## config.mk

```make
export PLATFORM = sky130hd
export DESIGN_NAME = wdt_top
export DESIGN_NICKNAME = d
export VERILOG_FILES = /design/src/rtl/wdt_pkg.sv /design/src/rtl/wdt_top.sv
export SDC_FILE = /design/constraint.sdc
export NUM_CORES = 1
export LEC_CHECK = 0
export ABC_AREA = 0
export BUFFER_PORTS_ARGS = -buffer_cell sky130_fd_sc_hd__buf_2
export CORE_MARGIN = 2
export CORE_UTILIZATION = 53
export DETAILED_ROUTE_END_ITERATION = 6
export PLACE_DENSITY = 0.84
export SLEW_MARGIN = 20
export SYNTH_ARGS = -nofsm -noshare
export SYNTH_HDL_FRONTEND = slang
export SYNTH_SLANG_ARGS = --single-unit
```

## constraint.sdc

```tcl
create_clock -name mclk_in -period 6.3 [get_ports mclk_in]
set_input_delay 1.26 -clock mclk_in [delete_from_list [all_inputs] [get_ports mclk_in]]
set_output_delay 1.26 -clock mclk_in [all_outputs]
set_load 0.005 [all_outputs]
```

## src/rtl/wdt_pkg.sv

```systemverilog
// Package with constants and types for the windowed watchdog timer.
package wdt_pkg;
	localparam int          PRE_SHORT_BITS   = 5;
	localparam int          PRE_LONG_BITS    = 7;
	localparam int          PRE_W            = 7;
	localparam int          POST_W           = 16;
	localparam int          POST_SEL_W       = 4;
	localparam int          EN_CFG_W         = 2;
	localparam int          CLK_SEL_W        = 2;
	localparam int          RC_OSC_HZ        = 31000;
	localparam int          BASE_SHORT_US    = 1000;
	localparam int          BASE_LONG_US     = 4000;
	localparam logic [1:0]  EN_ALWAYS_ON     = 2'h3;
	localparam logic [1:0]  EN_SOFTWARE      = 2'h2;
	localparam logic [1:0]  EN_ALWAYS_OFF    = 2'h0;
	localparam logic [1:0]  CLK_SEL_RC       = 2'h0;
	localparam logic [1:0]  CLK_SEL_SEC      = 2'h1;
	localparam logic [1:0]  CLK_SEL_SYS      = 2'h2;
	localparam int          CFG_WIN_DIS_BIT  = 7;
	localparam int          CTRL_SWEN_BIT    = 5;
	localparam int          CTRL_TO_BIT      = 4;
	typedef enum logic [1:0] {
		WDT_RUN,
		WDT_SLEEP,
		WDT_IDLE
	} wdt_pmode_e;
endpackage

```

## src/rtl/wdt_top.sv

```systemverilog
// Windowed watchdog timer with prescaler, postscaler, window check and power-save wake.
`timescale 1ns/1ns
`default_nettype none
// Functional notes
// - Prescaler divides source ticks by 32 or 128 per one configuration bit.
// - Nominal 31 kHz source gives base time-out of 1 ms or 4 ms.
// - Four-bit postscale field selects 16 ratios, 1:1 up to 1:32768.
// - Source is low-power RC, secondary oscillator or system timer; sleep uses RC.
// - Enabled watchdog also requests its selected clock source on.
// - Any reset or completed clock switch clears counter, prescaler, postscaler.
// - Entering or leaving sleep or idle clears counter, prescaler, postscaler.
// - Clear instruction in normal execution clears counter, prescaler, postscaler.
// - Enabled watchdog keeps counting during sleep and idle.
// - Time-out in sleep or idle wakes core; sleep and idle flags stay set.
// - Sticky time-out flag cleared only by software or by srst_in.
// - In windowed mode clear works only in last quarter of the period at postscale 1:4 or more; at 1:2 from half, at 1:1 always.
// - In windowed mode an early clear causes a watchdog reset.
// - Window-disable bit programmed zero enables windowed mode.
// - Enable field: 11 always on, 10 software bit, 00 always off.
// - Software enable bit starts watchdog; cleared on every device reset.
module wdt_top
	import wdt_pkg::*;
(
	input  wire logic                          mclk_in,
	input  wire logic                          srst_in,
	input  wire logic                          rc_tick_in,
	input  wire logic                          sec_osc_tick_in,
	input  wire logic                          systmr_tick_in,
	input  wire logic [wdt_pkg::CLK_SEL_W-1:0] clk_source_sel_in,
	input  wire logic                          prescale_select_cfg_in,
	input  wire logic [wdt_pkg::POST_SEL_W-1:0] postscale_select_cfg_in,
	input  wire logic                          window_disable_cfg_in,
	input  wire logic [wdt_pkg::EN_CFG_W-1:0]  watchdog_enable_cfg_in,
	input  wire logic                          soft_watchdog_enable_set_in,
	input  wire logic                          soft_watchdog_enable_clr_in,
	input  wire logic                          timeout_flag_clr_in,
	input  wire logic                          sleep_flag_clr_in,
	input  wire logic                          idle_flag_clr_in,
	input  wire logic                          watchdog_clear_instr_in,
	input  wire logic                          power_save_sleep_in,
	input  wire logic                          power_save_idle_in,
	input  wire logic                          power_save_exit_in,
	input  wire logic                          osc_switch_done_in,
	output logic                               wdt_enabled_out,
	output logic                               clk_source_on_out,
	output logic [wdt_pkg::CLK_SEL_W-1:0]      clk_source_used_out,
	output logic                               soft_watchdog_enable_out,
	output logic                               timeout_flag_out,
	output logic                               sleep_flag_out,
	output logic                               idle_flag_out,
	output logic                               wake_out,
	output logic                               device_reset_out,
	output logic [wdt_pkg::POST_W-1:0]         post_count_out
);
	import wdt_pkg::*;

	logic [2:0]        tick_sync1_ff;
	logic [2:0]        tick_sync2_ff;
	logic [2:0]        tick_prev_ff;
	logic [PRE_W-1:0]  pre_cnt_ff;
	logic [POST_W-1:0] post_cnt_ff;
	logic              soft_en_ff;
	logic              to_flag_ff;
	logic              sleep_ff;
	logic              idle_ff;
	wdt_pmode_e        pmode_ff;
	logic              wake_ff;
	logic              rst_req_ff;
	logic              en_ff;
	logic              src_on_ff;
	logic [CLK_SEL_W-1:0] src_used_ff;
	logic [2:0]        tick_rise;
	logic              enabled;
	logic [CLK_SEL_W-1:0] src_sel;
	logic              src_tick;
	logic              pre_done;
	logic [POST_W-1:0] post_last;
	logic              timeout;
	logic              clr_normal;
	logic              early_clear;
	logic              counter_clear;

	// Terminal value of a counter that divides by two to the power of the select value.
	function automatic logic [POST_W-1:0] last_of(input logic [POST_SEL_W-1:0] sel);
		last_of = POST_W'((32'h1 << sel) - 32'h1);
	endfunction

	// Tick inputs come from other oscillators, so each passes two flops first.
	always_ff @(posedge mclk_in) begin
		if (srst_in) begin
			tick_sync1_ff <= 3'h0;
			tick_sync2_ff <= 3'h0;
			tick_prev_ff  <= 3'h0;
		end else begin
			tick_sync1_ff <= {systmr_tick_in, sec_osc_tick_in, rc_tick_in};
			tick_sync2_ff <= tick_sync1_ff;
			tick_prev_ff  <= tick_sync2_ff;
		end
	end

	assign tick_rise = tick_sync2_ff & ~tick_prev_ff;

	always_comb begin
		unique case (watchdog_enable_cfg_in)
			EN_ALWAYS_ON:  enabled = 1'b1;
			EN_SOFTWARE:   enabled = soft_en_ff;
			default:       enabled = 1'b0;
		endcase
	end

	always_comb begin
		// Sleep stops the faster sources, so the RC oscillator takes over there.
		if (pmode_ff == WDT_SLEEP) begin
			src_sel = CLK_SEL_RC;
		end else if (clk_source_sel_in == CLK_SEL_SEC || clk_source_sel_in == CLK_SEL_SYS) begin
			src_sel = clk_source_sel_in;
		end else begin
			src_sel = CLK_SEL_RC;
		end
	end

	assign src_tick = tick_rise[src_sel];

	// A 31 kHz source over 32 or 128 gives the nominal 1 ms or 4 ms base period.
	assign pre_done = src_tick && (prescale_select_cfg_in ?
		(pre_cnt_ff == PRE_W'((1 << PRE_LONG_BITS) - 1)) :
		(pre_cnt_ff == PRE_W'((1 << PRE_SHORT_BITS) - 1)));
	assign post_last = last_of(postscale_select_cfg_in);
	assign timeout   = enabled && pre_done && (post_cnt_ff == post_last);

	assign clr_normal  = watchdog_clear_instr_in && (pmode_ff == WDT_RUN);
	// Window opens once the count reaches three quarters of the postscaled period.
	// The compare is kept two bits wider so the longest period cannot wrap.
	assign early_clear = clr_normal && enabled && !window_disable_cfg_in &&
		({2'h0, post_cnt_ff} <
		((({2'h0, post_last} + 18'h1) * 18'h3) >> 2));

	assign counter_clear = clr_normal || osc_switch_done_in || power_save_sleep_in ||
		power_save_idle_in || power_save_exit_in || !enabled || timeout;

	always_ff @(posedge mclk_in) begin
		if (srst_in || counter_clear) begin
			pre_cnt_ff  <= '0;
			post_cnt_ff <= '0;
		end else if (pre_done) begin
			pre_cnt_ff  <= '0;
			post_cnt_ff <= post_cnt_ff + POST_W'(1);
		end else if (src_tick) begin
			pre_cnt_ff  <= pre_cnt_ff + PRE_W'(1);
		end
	end

	always_ff @(posedge mclk_in) begin
		if (srst_in) begin
			soft_en_ff <= 1'b0;
		end else if (soft_watchdog_enable_set_in) begin
			soft_en_ff <= 1'b1;
		end else if (soft_watchdog_enable_clr_in) begin
			soft_en_ff <= 1'b0;
		end
	end

	// The flag is kept across the watchdog reset so software can see the cause.
	always_ff @(posedge mclk_in) begin
		if (srst_in) begin
			to_flag_ff <= 1'b0;
		end else if (timeout || early_clear) begin
			to_flag_ff <= 1'b1;
		end else if (timeout_flag_clr_in) begin
			to_flag_ff <= 1'b0;
		end
	end

	always_ff @(posedge mclk_in) begin
		if (srst_in) begin
			pmode_ff <= WDT_RUN;
		end else if (power_save_sleep_in) begin
			pmode_ff <= WDT_SLEEP;
		end else if (power_save_idle_in) begin
			pmode_ff <= WDT_IDLE;
		end else if (power_save_exit_in || (timeout && pmode_ff != WDT_RUN)) begin
			pmode_ff <= WDT_RUN;
		end
	end

	always_ff @(posedge mclk_in) begin
		if (srst_in) begin
			sleep_ff <= 1'b0;
			idle_ff  <= 1'b0;
		end else begin
			if (power_save_sleep_in) begin
				sleep_ff <= 1'b1;
			end else if (sleep_flag_clr_in) begin
				sleep_ff <= 1'b0;
			end
			if (power_save_idle_in) begin
				idle_ff <= 1'b1;
			end else if (idle_flag_clr_in) begin
				idle_ff <= 1'b0;
			end
		end
	end

	always_ff @(posedge mclk_in) begin
		if (srst_in) begin
			wake_ff    <= 1'b0;
			rst_req_ff <= 1'b0;
		end else begin
			wake_ff    <= timeout && (pmode_ff != WDT_RUN);
			rst_req_ff <= (timeout && pmode_ff == WDT_RUN) || early_clear;
		end
	end

	always_ff @(posedge mclk_in) begin
		if (srst_in) begin
			en_ff       <= 1'b0;
			src_on_ff   <= 1'b0;
			src_used_ff <= CLK_SEL_RC;
		end else begin
			en_ff       <= enabled;
			src_on_ff   <= enabled;
			src_used_ff <= src_sel;
		end
	end

	assign wdt_enabled_out          = en_ff;
	assign clk_source_on_out        = src_on_ff;
	assign clk_source_used_out      = src_used_ff;
	assign soft_watchdog_enable_out = soft_en_ff;
	assign timeout_flag_out         = to_flag_ff;
	assign sleep_flag_out           = sleep_ff;
	assign idle_flag_out            = idle_ff;
	assign wake_out                 = wake_ff;
	assign device_reset_out         = rst_req_ff;
	assign post_count_out           = post_cnt_ff;
endmodule
`default_nettype wire

```

=== After elaboration in Yosys (flattened, before gate mapping) ===
Index checks and enable logic that the tools add are counted.

* Output and inout bits: 26
* Input bits: 25
* Logic and storage cells: 82
* Flip-flop bits (word level): 43

* Multiply operators: 1
* $lt $le $gt $ge: 2
* Equality and inequality tests: 8
* Bitwise gates (word level): 2
* Shift operators: 1
* Reduce and logical (&&, ||, !) cells: 32
* $add $sub $neg: 4
* Multiplexer cells: 17

{| class="wikitable"
|+ Operator list
! kind !! count
|-
| multiplier 17 x 2 -> 18 bit (second input constant) || 1
|-
| adder 16 x 1 -> 17 bit (second input constant) || 1
|-
| adder 16 x 1 -> 16 bit (second input constant) || 1
|-
| equality test 16 bit || 1
|-
| less-than comparator 16 bit || 1
|-
| left shift 1 x 4 -> 16 bit (first input constant) || 1
|-
| subtractor 16 x 1 -> 16 bit (second input constant) || 1
|-
| nonzero test 2 bit || 6
|-
| logical OR 1 bit || 11
|-
| 2-to-1 mux 1 bit || 11
|-
| logical AND 1 bit || 9
|-
| 2-to-1 mux 2 bit || 4
|-
| adder 7 x 1 -> 7 bit (second input constant) || 1
|-
| equality test 7 x 5 -> 1 bit (second input constant) || 1
|-
| equality test 7 bit (second input constant) || 1
|-
| equality test 2 bit (second input constant) || 3
|-
| equality test 2 x 1 -> 1 bit (second input constant) || 2
|-
| OR reduction 2 bit || 2
|-
| AND 3 bit || 1
|-
| less-than comparator 2 x 3 -> 1 bit (second input constant) || 1
|-
| NOT 3 bit || 1
|-
| nonzero test 3 bit || 1
|-
| binary-select mux 1 bit (select 2 bit) || 1
|-
| logical NOT 1 bit || 2
|-
| other kinds (2) || 2
|}

=== Longest topological paths before layout ===
* Depth after elaboration: 14
* Mapped depth: 26
* Gate-level depth less buffers: 22

=== Worst setup path before layout ===
Ideal clock, no wire load.

* Path kind: input to register
* Start: in postscale_select_cfg_in[3] (netlist bit)
* End: reg to_flag_ff, in the netlist timeout_flag_out
* Setup time: 133 ps
* Buffers on the path: 5
* Data required time: 6167 ps
* Setup slack: -151 ps
* Stages: 24
* Data arrival time: 6318 ps
* Cells stage by stage: buf_4 clkbuf_1 clkbuf_1 nor4_1 inv_1 ha_1 buf_4 clkbuf_1 xnor2_1 xnor2_1 ha_1 a21o_1 a21o_1 a2111oi_2 o31ai_1 o221ai_2 or4b_1 o311a_1 ha_1 nand3_1 nor3_1 o31ai_1 o211ai_1 a31oi_1

* Longest elaborated chain between the ends: 8
* Elaborated cells between the ends (all ways): 11
* Classes of those cells: 2 x add/sub; 1 x mul; 1 x order compare; 1 x eq/ne; 1 x shift; 1 x mux; 4 x reduce/logical

{| class="wikitable"
|+ RTL lines
! element !! line !! source
|-
| from (decl) || wdt_top.sv:31 || <nowiki>input wire logic [wdt_pkg::POST_SEL_W-1:0] postscale_select_cfg_in,</nowiki>
|-
| left shift 1 x 4 -> 16 bit (*) || wdt_top.sv:85 || <nowiki>last_of = POST_W'((32'h1 << sel) - 32'h1);</nowiki>
|-
| subtractor 16 x 1 -> 16 bit (*) || wdt_top.sv:85 ||
|-
| adder 16 x 1 -> 17 bit || wdt_top.sv:136 || <nowiki>((({2'h0, post_last} + 18'h1) * 18'h3) >> 2));</nowiki>
|-
| multiplier 17 x 2 -> 18 bit || wdt_top.sv:136 ||
|-
| less-than comparator 16 bit || wdt_top.sv:135 || <nowiki>({2'h0, post_cnt_ff} <</nowiki>
|-
| logical AND 1 bit || wdt_top.sv:134 || <nowiki>assign early_clear = clr_normal && enabled && !window_disable_cfg_in &&</nowiki>
|-
| logical OR 1 bit (*) || wdt_top.sv:167 || <nowiki>end else if (timeout || early_clear) begin</nowiki>
|-
| 2-to-1 mux 1 bit / nonzero test 2 bit (equally long branches) || -- ||
|-
| to (signal assigned) || wdt_top.sv:166 || <nowiki>to_flag_ff <= 1'b0;</nowiki>
|-
| to (signal assigned) || wdt_top.sv:168 || <nowiki>to_flag_ff <= 1'b1;</nowiki>
|-
| to (signal assigned) || wdt_top.sv:170 || <nowiki>to_flag_ff <= 1'b0;</nowiki>
|-
| to (decl) || wdt_top.sv:63 || <nowiki>logic to_flag_ff;</nowiki>
|}

Mark *: on every way between the ends. The rest lies on a longest branch, timed or not.
A chain may end at the register's enable or synchronous reset.

=== Worst setup path in the final report ===
* Start: in postscale_select_cfg_in[2] (netlist bit)
* End: reg to_flag_ff, in the netlist timeout_flag_out

The elaborated chain is that of the path after synthesis.

==> out/qor.csv <==
stage,metric,value,unit
cells_and_area,fin_cells,577,
detailed_routing,drc,0,
floorplanning,coreArea,0.00676,mm^2
synth,synth_area_per_cell,8.07,um^2
grt,grt_max_degree,37,
detailed_routing,drt_iter0_drc,389,
synth,ys.flop_type,dfxtp_1,
critical_path,crit_type,input port to flop,
critical_path,crit_fanout,13,
pwr,clockPowerShare,0.282,
cts,cts.sinks,43,
sta,fmax,171,MHz
placed_design,dp_cells,570,
critical_path,cp.arrival,6.07,ns
cells_and_area,fin_nets,558,
synth,synth_nets,518,
critical_path,cp-end-kind,flop,
pwr,cellInternalPower,0.000434,W
placed_design,finalWeightedCongestion,0.922,
detailed_routing,vias,3521,
critical_path,r2r_start,pmode_ff[1],
synth,synth_seq_cells,43,
placed_design,place_area,0.00397,mm^2
synth,ys_seq_area_frac,0.233,
pwr,power_density,154,mW/mm^2
cells_and_area,fin_area,0.00406,mm^2
sta,fin_hold_ws,0.441,ns
critical_path,cp.required,6.53,ns
sta,clock_skew,0.00727,ns
detailed_routing,post_drt_wl_per_cell,15.4,um
pwr,peakVddDrop,0.0848,mV
grt,grt_pass1_wl,14.1,mm
cts,root_buffer,clkbuf_8,
placed_design,portBuffers,50,
hold_path,hp-class,flop to flop,
critical_path,rr_endpoint,post_count_out[2],
flow_run,maxCapViolCount,0,
sta,slew_viol_final,0,
synth,ys_async_sr_fraction,0,
grt,grt_overflow_total,0,
sta,relSlewSlack,0.549,
critical_path,critPathLaunchType,input port,
placed_design,dp_hpwl,6.78,mm
synth,synth_edf_count,0,
sta,tightest_slew,0.669,ns
cts,cts_setup_buffers,0,
floorplanning,fp.dieH,87.4,um
floorplanning,start_util,0.546,
hold_path,holdPathStages,1,
grt,grt_pass1_vias,3060,
detailed_routing,vias_per_cell,6.10,
cts,cts_tree,yes,
cells_and_area,antenna_cells,0,
floorplanning,die_w,87.4,um
cts,cts_resized,0,
synth,synthesis.area,0.00369,mm^2
critical_path,regToRegSetupSlack,3.91,ns
detailed_routing,routed_wl,8.90,mm
pwr,p_sw,0.000189,W
pwr,power_frac_comb,0.270,
cts,h-tree-depth,2,
cells_and_area,n_fill_cell,605,
sta,min_period,5.84,ns
grt,track_usage,0.229,
sta,rsz0062_at_grt,false,
floorplanning,die-area,0.00764,mm^2
synth,yosysUniqueCellTypes,74,
cts,postCtsHoldBufs,0,
detailed_routing,drtPass1Iterations,6,
sta,finalHoldViolCount,0,
detailed_routing,drtAntennaViolNets,0,
cts,cts-buffers-inserted,5,
cts,clock_latency,0.30,ns
grt,antenna_found_initial,0,
sta,setup_viol,0,
pwr,power,0.000623,W
status,status,"complete, no violations",
cts,cts_buffer_depth,2,
pwr,p_seq_frac,0.448,
pwr,p_leak,1.81,nW
hold_path,min-delay-start,tick_sync1_ff[1],
floorplanning,io_pins,51,
hold_path,holdPathEnd,tick_sync2_ff[1],
sta,fin_tns_setup,0,ns
synth,synth_cells,457,
cts,clk_pin_slew,0.08,ns
sta,period_share,0.928,
cells_and_area,drive_above_1_share,0.157,
cells_and_area,area_growth,9.98,%
floorplanning,rows,30,
pwr,switching_share,0.303,
critical_path,ff2ff_path_depth,7,
synth,yosys_warnings,0,
## cell usage after synthesis, drive strengths merged, types with 6 or more instances
library cell / n / area (um^2)
nor2: 49 / 184
dfxtp: 43 / 861
ha: 35 / 438
a21oi: 32 / 160
nand2: 28 / 105
xnor2: 23 / 201
o21ai: 22 / 110
xor2: 19 / 166
nor3: 15 / 75.1
inv: 14 / 52.6
nor2b: 14 / 87.6
clkbuf: 13 / 48.8
nand2b: 12 / 75.1
buf: 11 / 80.1
nand3: 10 / 50.1
a21o: 8 / 60.1
and3: 8 / 50.1
nand4: 8 / 56.3
nor4: 6 / 37.5
or3: 6 / 37.5
## placed cells by master (no fill, tap or decap), types with 6 or more instances in the layout
master / count
clkbuf_8: 6
ha_1: 35
nand3_1: 10
a21o_1: 8
a21oi_1: 32
xnor2_1: 23
nor3_1: 15
buf_2: 50
o21ai_0: 22
or3_1: 6
and3_1: 8
dfxtp_1: 43
nand4_1: 7
nor2_1: 49
nand2b_1: 12
nor2b_1: 14
inv_1: 14
nand2_1: 28
buf_4: 7
xor2_1: 19
## worst max-delay path by stage
stage,start,to,slack [ns],cells after the start
CTS,postscale_select_cfg_in[2],timeout_flag_out,0.52,20
global placement,postscale_select_cfg_in[2],timeout_flag_out,0.47,20
detailed placement,postscale_select_cfg_in[2],timeout_flag_out,0.21,20
global route,postscale_select_cfg_in[2],timeout_flag_out,0.11,20
finish,postscale_select_cfg_in[2],timeout_flag_out,0.46,22
floorplan,postscale_select_cfg_in[1],timeout_flag_out,0.08,24
## worst max-delay path: stages
cell and delay (ns):
buf_2 0.15, nor4_2 0.44, inv_1 0.17, ha_1 0.31, buf_4 0.22, nand2b_1 0.24, nand2_1 0.16, o31ai_1 0.09
nand2_1 0.08, nand2_1 0.11, ha_1 0.28, o21a_1 0.16, o21ai_0 0.11, o31ai_1 0.54, o221ai_2 0.21, o41ai_1 0.35
xnor2_1 0.17, ha_1 0.27, a21o_1 0.18, a211oi_1 0.23, o211ai_1 0.15, a31oi_1 0.18
## layer usage
layer / GRT usage / up-vias / part of all wire
li1: - / 1748 / -
met1: 0.316 / 1624 / 0.47
met2: 0.374 / 136 / 0.47
met3: 0.0322 / 13 / 0.053
met4: 0.0573 / 0 / 0.011
met5: 0 / - / 0
## sequential cells by signal (all words and copies together), names as in the netlist
| name | cells |
|---|---|
| clk_source_on_out | 1 |
| clk_source_used_out | 2 |
| device_reset_out | 1 |
| idle_flag_out | 1 |
| pmode_ff | 2 |
| post_count_out | 16 |
| pre_cnt_ff | 7 |
| sleep_flag_out | 1 |
| soft_watchdog_enable_out | 1 |
| tick_prev_ff | 3 |
| tick_sync1_ff | 3 |
| tick_sync2_ff | 3 |
| timeout_flag_out | 1 |
| wake_out | 1 |
## metrics by stage
step	setup slack [ns]	utilization
after floorplan	0.0848	-
after global placement	0.468	0.587
after detailed placement	0.209	0.587
after CTS	0.524	0.600
after global routing	0.108	0.600
final	0.456	0.600
## cell type report
cell class	instances	area (um^2)	share of cell area
Multi-Input combinational cell	376	2650	0.654
Sequential cell	43	861	0.212
Timing Repair Buffer	57	303	0.0747
Tap cell	80	100	0.0247
Clock buffer	6	82.6	0.0204
Inverter	14	52.6	0.0130
Clock inverter	1	5.00	0.00123
## power groups by stage
stage          Clock (W)  Sequential (W)  Combinational (W)
5_1_grt         0.000189        0.000279           0.000186
4_1_cts         0.000177        0.000279           0.000166
3_5_place_dp           0        0.000285           0.000165
2_1_floorplan          0        0.000285           0.000127
3_3_place_gp           0        0.000285           0.000159
6_report        0.000176        0.000279           0.000168
## logic make-up (layout without fill, tap and decap cells)
kind of cell             count (synthesis)  count (layout)  synth area share
adder cells (fa/ha/maj)                 36              36             0.124
multiplexers                             5               5            0.0136
flip-flops                              43              43             0.233
buffers and inverters                   38              78            0.0492
other                                    1               1           0.00102
AO/OA/AOI/OAI                          115             115             0.222
XOR/XNOR                                42              42            0.0998
AND/OR/NAND/NOR                        177             177             0.257
Note: power is estimated with default switching activity, not from simulation.
